### src/pkg/anms_map.vh
`ifndef ANMS_MAP_VH
`define ANMS_MAP_VH

// Register word indices; byte address is four times the index
`define ANMS_IDX_BMC        8'h00
`define ANMS_IDX_ADV        8'h04
`define ANMS_IDX_PARTNER    8'h05
`define ANMS_IDX_PAMS       8'h19
`define ANMS_ADDR_W         8

// Basic mode control fields
`define ANMS_BMC_SWRST      15
`define ANMS_BMC_SPEED      13
`define ANMS_BMC_AN_EN      12
`define ANMS_BMC_RESTART    9
`define ANMS_BMC_DUPLEX     8
`define ANMS_BMC_RST        16'h3100
`define ANMS_BMC_WMASK      16'h7fff

// Ability field [8:5]: 10 half, 10 full, 100 half, 100 full
`define ANMS_ABIL_LSB       5
`define ANMS_ABIL_MSB       8
`define ANMS_ADV_SELECTOR   5'h01
`define ANMS_ABIL_ALL       4'hf

// Address/mode status fields
`define ANMS_PAMS_AN_EN     10
`define ANMS_PAMS_DUPLEX    7
`define ANMS_PAMS_SPEED10   6

// Strap states
`define ANMS_STRAP_LOW      2'h0
`define ANMS_STRAP_MID      2'h1
`define ANMS_STRAP_HIGH     2'h2
`define ANMS_STRAP_CLK      2'h3

// Strap clock detection timing
`define ANMS_SYS_CLK_MHZ    100
`define ANMS_STRAP_CLK_MHZ  25
`define ANMS_STRAP_PERIODS  4
`define ANMS_STRAP_WIN_CYC  (`ANMS_STRAP_PERIODS * \
                             (`ANMS_SYS_CLK_MHZ / `ANMS_STRAP_CLK_MHZ))
`define ANMS_STRAP_MIN_EDGES 2

`endif

### src/rtl/anms_strap_decode.v
`timescale 1ns/1ps
`include "anms_map.vh"

module anms_strap_decode (
  // Clock and reset
  input  wire       i_mclk,
  input  wire       i_rstn,
  // Sampling window
  input  wire       i_sample,
  // Comparator outputs: full-rail and half-rail thresholds
  input  wire       i_cmp_full,
  input  wire       i_cmp_half,
  // Decoded state
  output reg  [1:0] o_state
);

  reg       half_prev_q;
  reg       primed_q;
  reg [2:0] edges_q;
  wire      edge_seen;
  wire[2:0] edges_d;
  reg [1:0] level;

  // First sample only seeds the history, so no false edge after reset
  assign edge_seen = primed_q && (i_cmp_half ^ half_prev_q);
  assign edges_d   = (edge_seen && edges_q != 3'h7) ? edges_q + 3'h1
                                                    : edges_q;

  always @* begin
    if (i_cmp_full)
      level = `ANMS_STRAP_HIGH;
    else if (i_cmp_half)
      level = `ANMS_STRAP_MID;
    else
      level = `ANMS_STRAP_LOW;
  end

  always @(posedge i_mclk) begin
    if (!i_rstn) begin
      half_prev_q <= 1'b0;
      primed_q    <= 1'b0;
      edges_q     <= 3'h0;
      o_state     <= `ANMS_STRAP_LOW;
    end else if (i_sample) begin
      half_prev_q <= i_cmp_half;
      primed_q    <= 1'b1;
      edges_q     <= edges_d;
      if (edges_d >= `ANMS_STRAP_MIN_EDGES)
        o_state <= `ANMS_STRAP_CLK;
      else
        o_state <= level;
    end
  end

endmodule // anms_strap_decode

### src/rtl/anms_prio_resolve.v
`timescale 1ns/1ps

module anms_prio_resolve (
  // Local and partner abilities, [0]=10H [1]=10F [2]=100H [3]=100F
  input  wire [3:0] i_local,
  input  wire [3:0] i_partner,
  // Resolved technology
  output reg        o_found,
  output reg        o_speed_100,
  output reg        o_full_duplex
);

  wire [3:0] common;

  assign common = i_local & i_partner;

  always @* begin
    o_found       = 1'b1;
    o_speed_100   = 1'b0;
    o_full_duplex = 1'b0;
    if (common[3]) begin
      o_speed_100   = 1'b1;
      o_full_duplex = 1'b1;
    end else if (common[2]) begin
      o_speed_100   = 1'b1;
    end else if (common[1]) begin
      o_full_duplex = 1'b1;
    end else if (!common[0]) begin
      o_found       = 1'b0;
    end
  end

endmodule // anms_prio_resolve

### src/rtl/anms_mode_select.v
`timescale 1ns/1ps
`include "anms_map.vh"

// Overview of operation
// - Each strap pin decodes to low, mid, high or 25 MHz clock.
// - Hardware reset straps set status bits 6, 7, 10 and ability bits 8:5.
// - Software reset enables negotiation and advertises all four abilities.
// - Strap negotiation choice leaves mode control untouched; shows in bit 10.
// - Writing mode control at any time replaces strap negotiation, speed and duplex; strap abilities stay unless soft reset.
// - With negotiation on, advertisement register abilities go to the partner.
// - Status bits 10, 7, 6 show actual negotiation, duplex and speed.
// - Duplex and speed bits valid only when negotiation off or complete.
// - Resolve common ability: 100 full, 100 half, 10 full, 10 half.
// - Negotiation off: control bit 13 picks speed, bit 8 picks duplex.
// - Negotiation on: speed and duplex control bits have no effect.
// - Straps low/mid and high/mid force 10 Mb/s half and full duplex.
// - Straps mid/low and mid/high force 100 Mb/s half and full duplex.
// - Clock strap mixes with mid force 100 Mb/s with listed advertisements.
// - Both straps mid enable negotiation advertising all four abilities.
// - Plain level straps enable negotiation advertising one ability.
// - Clock and level strap mixes enable negotiation with listed abilities.
// - Mid means half supply; high and low are logic levels.
// - Writing one to control bit 9 with bit 12 also one restarts negotiation.
module anms_mode_select #(
  parameter WIN_CYC = `ANMS_STRAP_WIN_CYC
) (
  // Clock and reset
  input  wire        i_mclk,
  input  wire        i_rstn,
  // APB slave
  input  wire        i_psel,
  input  wire        i_penable,
  input  wire        i_pwrite,
  input  wire [9:0]  i_paddr,
  input  wire [31:0] i_pwdata,
  output wire        o_pready,
  output wire        o_pslverr,
  output reg  [31:0] o_prdata,
  // Strap comparators, high pin then low pin
  input  wire        i_strap_hi_full,
  input  wire        i_strap_hi_half,
  input  wire        i_strap_lo_full,
  input  wire        i_strap_lo_half,
  // Negotiation engine
  input  wire [15:0] i_partner_ability,
  input  wire        i_an_complete,
  output reg         o_an_enable,
  output reg  [3:0]  o_adv_abilities,
  output reg         o_an_restart,
  // Operating mode
  output reg         o_mode_valid,
  output reg         o_speed_100,
  output reg         o_full_duplex
);

  localparam ST_SAMPLE = 2'h0;
  localparam ST_LOAD   = 2'h1;
  localparam ST_RUN    = 2'h2;

  reg  [1:0]  state_q;
  reg  [1:0]  state_d;
  reg  [15:0] win_cnt_q;
  reg  [15:0] bmc_q;
  reg  [3:0]  adv_q;
  reg         an_en_q;
  reg         fspd_q;
  reg         fdup_q;
  reg         ready_q;

  wire [1:0]  cfg_strap_hi;
  wire [1:0]  cfg_strap_lo;
  wire        sampling;
  wire        win_done;
  wire        loading;
  wire        run;

  reg         st_an_en;
  reg  [3:0]  st_adv;
  reg         st_spd100;
  reg         st_full;

  wire        res_found;
  wire        res_spd100;
  wire        res_full;
  reg         cur_valid;
  reg         cur_spd100;
  reg         cur_full;

  wire        setup;
  wire        wr_en;
  wire        access;
  wire        aligned;
  wire [7:0]  idx;
  reg         mapped;
  reg  [15:0] rd_word;
  wire [15:0] wdat;

  assign sampling = (state_q == ST_SAMPLE);
  assign win_done = (win_cnt_q == WIN_CYC[15:0] - 16'h1);
  assign loading  = (state_q == ST_LOAD);
  assign run      = (state_q == ST_RUN);

  // One decoder per strap pin, both sampling the same window
  anms_strap_decode u_dec_hi (
    .i_mclk     (i_mclk),
    .i_rstn     (i_rstn),
    .i_sample   (sampling),
    .i_cmp_full (i_strap_hi_full),
    .i_cmp_half (i_strap_hi_half),
    .o_state    (cfg_strap_hi)
  );

  anms_strap_decode u_dec_lo (
    .i_mclk     (i_mclk),
    .i_rstn     (i_rstn),
    .i_sample   (sampling),
    .i_cmp_full (i_strap_lo_full),
    .i_cmp_half (i_strap_lo_half),
    .o_state    (cfg_strap_lo)
  );

  // Strap table
  // Forced rows turn negotiation off, advertised rows leave it on
  always @* begin
    st_an_en  = 1'b1;
    st_adv    = `ANMS_ABIL_ALL;
    st_spd100 = 1'b1;
    st_full   = 1'b1;
    case ({cfg_strap_hi, cfg_strap_lo})
      {`ANMS_STRAP_LOW, `ANMS_STRAP_MID}: begin
        st_an_en  = 1'b0;
        st_adv    = 4'h1;
        st_spd100 = 1'b0;
        st_full   = 1'b0;
      end
      {`ANMS_STRAP_HIGH, `ANMS_STRAP_MID}: begin
        st_an_en  = 1'b0;
        st_adv    = 4'h2;
        st_spd100 = 1'b0;
      end
      {`ANMS_STRAP_MID, `ANMS_STRAP_LOW}: begin
        st_an_en  = 1'b0;
        st_adv    = 4'h4;
        st_full   = 1'b0;
      end
      {`ANMS_STRAP_MID, `ANMS_STRAP_HIGH}: begin
        st_an_en  = 1'b0;
        st_adv    = 4'h8;
      end
      {`ANMS_STRAP_CLK, `ANMS_STRAP_MID}: begin
        st_an_en  = 1'b0;
        st_adv    = 4'hc;
      end
      {`ANMS_STRAP_MID, `ANMS_STRAP_CLK}: begin
        st_an_en  = 1'b0;
        st_adv    = 4'ha;
      end
      {`ANMS_STRAP_CLK, `ANMS_STRAP_CLK}: begin
        st_an_en  = 1'b0;
        st_adv    = 4'h5;
        st_full   = 1'b0;
      end
      {`ANMS_STRAP_MID, `ANMS_STRAP_MID}: begin
        st_adv    = `ANMS_ABIL_ALL;
      end
      {`ANMS_STRAP_LOW, `ANMS_STRAP_LOW}: begin
        st_adv    = 4'h1;
      end
      {`ANMS_STRAP_LOW, `ANMS_STRAP_HIGH}: begin
        st_adv    = 4'h2;
      end
      {`ANMS_STRAP_HIGH, `ANMS_STRAP_LOW}: begin
        st_adv    = 4'h4;
      end
      {`ANMS_STRAP_HIGH, `ANMS_STRAP_HIGH}: begin
        st_adv    = 4'h8;
      end
      {`ANMS_STRAP_CLK, `ANMS_STRAP_HIGH}: begin
        st_adv    = 4'ha;
      end
      {`ANMS_STRAP_CLK, `ANMS_STRAP_LOW}: begin
        st_adv    = 4'h5;
      end
      {`ANMS_STRAP_HIGH, `ANMS_STRAP_CLK}: begin
        st_adv    = 4'hc;
      end
      {`ANMS_STRAP_LOW, `ANMS_STRAP_CLK}: begin
        st_adv    = 4'h3;
      end
      default: begin
        st_adv    = `ANMS_ABIL_ALL;
      end
    endcase
  end

  // Strap window then normal operation
  always @* begin
    case (state_q)
      ST_SAMPLE: state_d = win_done ? ST_LOAD : ST_SAMPLE;
      ST_LOAD:   state_d = ST_RUN;
      ST_RUN:    state_d = ST_RUN;
      default:   state_d = ST_SAMPLE;
    endcase
  end

  always @(posedge i_mclk) begin
    if (!i_rstn) begin
      state_q   <= ST_SAMPLE;
      win_cnt_q <= 16'h0;
    end else begin
      state_q   <= state_d;
      if (sampling)
        win_cnt_q <= win_cnt_q + 16'h1;
    end
  end

  // Ready lags RUN by a cycle: a read parked during the window
  // recaptures its word after the strap defaults have landed
  always @(posedge i_mclk) begin
    if (!i_rstn)
      ready_q <= 1'b0;
    else
      ready_q <= run;
  end

  // APB decode; no answer until straps are latched
  assign idx       = i_paddr[9:2];
  assign setup     = i_psel && !i_penable;
  assign access    = i_psel && i_penable && o_pready;
  assign aligned   = (i_paddr[1:0] == 2'h0);
  assign o_pready  = ready_q;
  // Unmapped or misaligned words answer with an error, writes dropped
  assign o_pslverr = access && (!mapped || !aligned);
  assign wr_en     = access && i_pwrite && mapped && aligned;
  assign wdat      = i_pwdata[15:0];

  always @* begin
    mapped  = 1'b1;
    rd_word = 16'h0;
    case (idx)
      `ANMS_IDX_BMC:     rd_word = bmc_q;
      `ANMS_IDX_ADV:     rd_word = {7'h0, adv_q, `ANMS_ADV_SELECTOR};
      `ANMS_IDX_PARTNER: rd_word = i_partner_ability;
      // Duplex and speed read zero until the mode is settled
      `ANMS_IDX_PAMS: begin
        rd_word[`ANMS_PAMS_AN_EN]   = an_en_q;
        rd_word[`ANMS_PAMS_DUPLEX]  = cur_valid && cur_full;
        rd_word[`ANMS_PAMS_SPEED10] = cur_valid && !cur_spd100;
      end
      default:           mapped  = 1'b0;
    endcase
  end

  // Read word keeps refreshing until the access is answered
  always @(posedge i_mclk) begin
    if (!i_rstn)
      o_prdata <= 32'h0;
    else if (setup || (i_psel && !o_pready))
      o_prdata <= {16'h0, rd_word};
  end

  // Control registers
  always @(posedge i_mclk) begin
    if (!i_rstn) begin
      bmc_q        <= `ANMS_BMC_RST;
      adv_q        <= `ANMS_ABIL_ALL;
      an_en_q      <= 1'b1;
      fspd_q       <= 1'b1;
      fdup_q       <= 1'b1;
      o_an_restart <= 1'b0;
    end else begin
      o_an_restart <= 1'b0;
      if (loading) begin
        adv_q   <= st_adv;
        an_en_q <= st_an_en;
        fspd_q  <= st_spd100;
        fdup_q  <= st_full;
      end else if (wr_en && idx == `ANMS_IDX_BMC) begin
        // Soft reset restores defaults and clears itself
        if (wdat[`ANMS_BMC_SWRST]) begin
          bmc_q   <= `ANMS_BMC_RST;
          adv_q   <= `ANMS_ABIL_ALL;
          an_en_q <= 1'b1;
          fspd_q  <= 1'b1;
          fdup_q  <= 1'b1;
        end else begin
          bmc_q   <= wdat & `ANMS_BMC_WMASK & ~16'h0200;
          an_en_q <= wdat[`ANMS_BMC_AN_EN];
          fspd_q  <= wdat[`ANMS_BMC_SPEED];
          fdup_q  <= wdat[`ANMS_BMC_DUPLEX];
          // Restart bit is never stored; it only pulses the engine
          o_an_restart <= wdat[`ANMS_BMC_RESTART] &&
                          wdat[`ANMS_BMC_AN_EN];
        end
      end else if (wr_en && idx == `ANMS_IDX_ADV) begin
        // Only the ability field is writable; selector is fixed
        adv_q <= wdat[`ANMS_ABIL_MSB:`ANMS_ABIL_LSB];
      end
    end
  end

  anms_prio_resolve u_prio (
    .i_local       (adv_q),
    .i_partner     (i_partner_ability[`ANMS_ABIL_MSB:`ANMS_ABIL_LSB]),
    .o_found       (res_found),
    .o_speed_100   (res_spd100),
    .o_full_duplex (res_full)
  );

  // Operating mode selection
  // Negotiated mode counts only once the engine reports completion
  always @* begin
    if (an_en_q) begin
      cur_valid  = i_an_complete && res_found;
      cur_spd100 = res_spd100;
      cur_full   = res_full;
    end else begin
      cur_valid  = 1'b1;
      cur_spd100 = fspd_q;
      cur_full   = fdup_q;
    end
  end

  always @(posedge i_mclk) begin
    if (!i_rstn) begin
      o_an_enable     <= 1'b0;
      o_adv_abilities <= 4'h0;
      o_mode_valid    <= 1'b0;
      o_speed_100     <= 1'b0;
      o_full_duplex   <= 1'b0;
    end else begin
      o_an_enable     <= an_en_q && run;
      o_adv_abilities <= adv_q;
      o_mode_valid    <= cur_valid && run;
      o_speed_100     <= cur_spd100;
      o_full_duplex   <= cur_full;
    end
  end

endmodule // anms_mode_select

### config.mk
export PLATFORM = sky130hd
export DESIGN_NAME = anms_mode_select
export DESIGN_NICKNAME = d
export VERILOG_FILES = /design/src/rtl/anms_strap_decode.v /design/src/rtl/anms_prio_resolve.v /design/src/rtl/anms_mode_select.v
export VERILOG_INCLUDE_DIRS = /design/src /design/src/pkg
export SDC_FILE = /design/constraint.sdc
export NUM_CORES = 1
export LEC_CHECK = 0
export BUFFER_PORTS_ARGS = -buffer_cell sky130_fd_sc_hd__buf_2
export CORE_AREA = 2 2 97 99
export CTS_CLUSTER_SIZE = 30
export DETAILED_ROUTE_END_ITERATION = 10
export DIE_AREA = 0 0 99 101
export GPL_ROUTABILITY_DRIVEN = 0
export HOLD_SLACK_MARGIN = 0.08
export PLACE_DENSITY = 0.77
export SYNTH_ARGS = -nofsm -noshare
export SYNTH_HDL_FRONTEND = slang
export SYNTH_HIERARCHICAL = 1
export SYNTH_SLANG_ARGS = --single-unit
### constraint.sdc
create_clock -name i_mclk -period 1.85 [get_ports i_mclk]
set_input_delay 0.185 -clock i_mclk [delete_from_list [all_inputs] [get_ports i_mclk]]
set_output_delay 0.185 -clock i_mclk [all_outputs]
set_load 0.01 [all_outputs]
==> flow_summary_export.csv <==
group,metric,value,unit
floorplanning,fp.dieW,99,um
timing,tns,0,ns
floorplanning,row_count,35,
floorplanning,start_util,0.4662,
synthesis,ys.warnings.count,6,
timing,relSlewSlack,0.5672,
placed_design,port_buffers,78,
synthesis,syn_area,4185,um2
synthesis,yosys-top-cells-count,"79 x dfxtp_1, 42 x nand2_1, 25 x a21boi_0, 25 x clkbuf_1, 25 x o21ai_0",
cts,cts.sinks,79,
cts,insertion_delay,0.37,ns
power,p_leak,2.025,nW
timing,max_freq,583.0,MHz
synthesis,synth-async-reset-ratio,0,
run,cap_viol_max_count,0,
finish,nets,630,
drt,wl_per_cell,15.26,um
finish,nFillCells,815,
cts,cts.clk_slew.worst_paths,0.09,ns
synthesis,synth_area_leaders,"dfxtp_1 38%, a21boi_0 4.5%, mux2i_1 3.8%, nand2_1 3.8%, and2_1 3.4%",
cts,tritoncts,"built",
global_route,antenna_found_initial,0,
timing,worst_pin_slew,0.6407,ns
worst_setup_path,cp_max_fo,6,
timing,setup_viol,0,
timing,period_needed,1.715,ns
worst_setup_path,cp-start-kind,"flop",
synthesis,yosysMostFrequentCell,"dfxtp_1",
worst_setup_path,crit_path_end_kind,"flop",
power,powerDensity,682.1,nW/um2
global_route,track_usage,0.2032,
worst_setup_path,crit_required,2.13,ns
synthesis,ys.flop_type,"dfxtp_1",
drt,ant_nets,0,
synthesis,synth_seq_cells,79,
cts,cts_buffer_depth,2,
drt,drt-pass1-iter-count,5,
global_route,grt_pass1_vias,3490,
cts,cts_setup_buffers,0,
floorplanning,pin_count,111,
cts,cts_root_buf,"clkbuf_8",
synthesis,synth_cell_types,65,
floorplanning,dieArea,9999,um2
timing,hold_viol_final,0,
worst_setup_path,critical_path_arrival,2.00,ns
floorplanning,core_area,8977,um2
worst_setup_path,crit_chain,"inv_1 > ha_1 > clkinv_1 > o41ai_1 > a21oi_1 > o211ai_1",
timing,fin_crit_sh,0.9272,
worst_setup_path,path_buf_inv,2,
global_route,grt_max_degree,39,
placed_design,dpl.hpwl,7.516,mm
synthesis,synth_cells,471,
worst_setup_path,worst-setup-path-type,"reg -> reg",
floorplanning,die_y,101,um
synthesis,synth_area_per_cell,8.886,um2
placed_design,placed_area,4722,um2
drt,drtIter0Drc,142,
finish,drive_gt1_frac,0.2366,
synthesis,netlist.area_leader.share,0.3779,
drt,drc_errors,0,
global_route,grt.overflow.total,0,
power,ir_worst_vdd,0.3660,mV
cts,cts_made_buffers,9,
drt,wl,10.21,mm
worst_setup_path,critPathSlowestCell,"o41ai_1",
synthesis,synth_edf_count,0,
worst_hold_path,hold_class,"in -> reg",
drt,via_count,3776,
synthesis,synth-seq-area-share,0.3779,
worst_setup_path,crit_family,"compound AO/OA/AOI/OAI gates",
worst_setup_path,cpPeakStageDelay,0.42,ns
finish,diodes,0,
finish,final_area,4938,um2
outcome,status,"finished, final reports clean",
cts,cts.htree.levels,3,
finish,syn_to_final_growth,18.00,%
drt,via_per_inst,5.644,
power,power,0.003369,W
synthesis,yosysTopAreaCell,"dfxtp_1",
worst_setup_path,regToRegSetupSlack,0.13,ns
timing,skew,0.01418,ns
global_route,grt_pass1_wl,16.39,mm
timing,slew_viol_final,0,
timing,rsz0062_at_grt,"false",
## state kept, by name (all words and copies together) (netlist names)
name and count:
fdup_q 1, an_en_q 1, u_dec_lo/half_prev_q 1, u_dec_hi/primed_q 1
o_an_restart 1, o_mode_valid 1, adv_q 4, o_pready 1
u_dec_lo/edges_q 3, u_dec_lo/o_state 2, o_prdata 16, o_speed_100 1
u_dec_lo/primed_q 1, bmc_q 14, win_cnt_q 16, fspd_q 1
o_an_enable 1, u_dec_hi/half_prev_q 1, o_full_duplex 1, o_adv_abilities 4
u_dec_hi/o_state 2, u_dec_hi/edges_q 3, state_q 2
## report_power, final
group          leakage [nW]  internal [W]  switching (W)
Combinational          1.30      0.000181       0.000217
Clock                0.0877      0.000502       0.000699
Sequential            0.642       0.00173      0.0000362
Total                  2.03       0.00242       0.000952
## per-layer routing
layer | vias up | part of all wire | global-route usage | wire length [um]
li1 | 1858 | - | - | -
met1 | 1775 | 0.45 | 0.2588 | 4575
met2 | 127 | 0.47 | 0.3306 | 4813
met3 | 16 | 0.059 | 0.04993 | 605
met4 | 0 | 0.021 | 0.08325 | 212
met5 | - | 0 | 0 | 0
## worst min-delay path, delay by kind of cell
family	cells	cell delay [ns]
compound gates	1	0.08
buf+inv	1	0.10
simple gates	1	0.05
## placed cells by master (no fill, tap or decap), types with 7 or more instances in the layout
cell type,instances
dfxtp_1,79
o211ai_1,11
nand4_1,7
a21oi_1,8
nand2b_1,11
clkbuf_8,9
nor2_1,12
inv_1,7
nand2_1,42
nor2b_1,10
o21ai_0,25
a21boi_0,25
and2_1,23
mux2i_1,16
buf_4,21
nand3_1,13
buf_2,78
ha_1,8
nand4b_1,15
conb_1,16
## cell type report
type	instances	area, um2	share of cell area
Inverter	8	30.03	0.006081
Timing Repair Buffer	104	618.1	0.1252
Multi-Input combinational cell	351	2389	0.4837
Tap cell	111	138.9	0.02812
Clock inverter	7	57.56	0.01165
Sequential cell	79	1582	0.3202
Clock buffer	9	123.9	0.02508
## through the flow
step / utilization / worst slack (ns) / hold slack (ns) / cells
after floorplan: - / 0.08574 / 0.3283 / 486
after global placement: 0.5260 / 0.1756 / 0.4314 / 650
after detailed placement: 0.5260 / 0.1556 / 0.4526 / 650
after CTS: 0.5495 / 0.1306 / 0.08312 / 669
after global routing: 0.5501 / 0.01825 / 0.08045 / 669
final: 0.5501 / 0.1346 / 0.08567 / 669
## worst paths after layout
path | startpoint | to | cells past startpoint
hold reg to reg | o_prdata[0] | o_prdata[0] | 2
setup reg to reg | state_q[1] | adv_q[3] | 6
setup / recovery | state_q[1] | adv_q[3] | 6
hold / removal | i_partner_ability[9] | o_prdata[9] | 3
## kinds of logic after synthesis
logic type | synth area share
flip-flops | 0.3779
multiplexers | 0.04365
buffers and inverters | 0.06816
AND/OR/NAND/NOR | 0.2520
other | 0.0008960
AO/OA/AOI/OAI | 0.2036
adder cells (fa/ha/maj) | 0.02691
XOR/XNOR | 0.02691
## what timing repair did
action | 4_1_cts | 5_1_grt
hold buffers | 3 | 0
resized for setup | 0 | 2
endpoints found under the hold margin | 2 | 0
endpoints found under the setup margin | 0 | 9
Note: power is estimated with default switching activity, not from simulation.
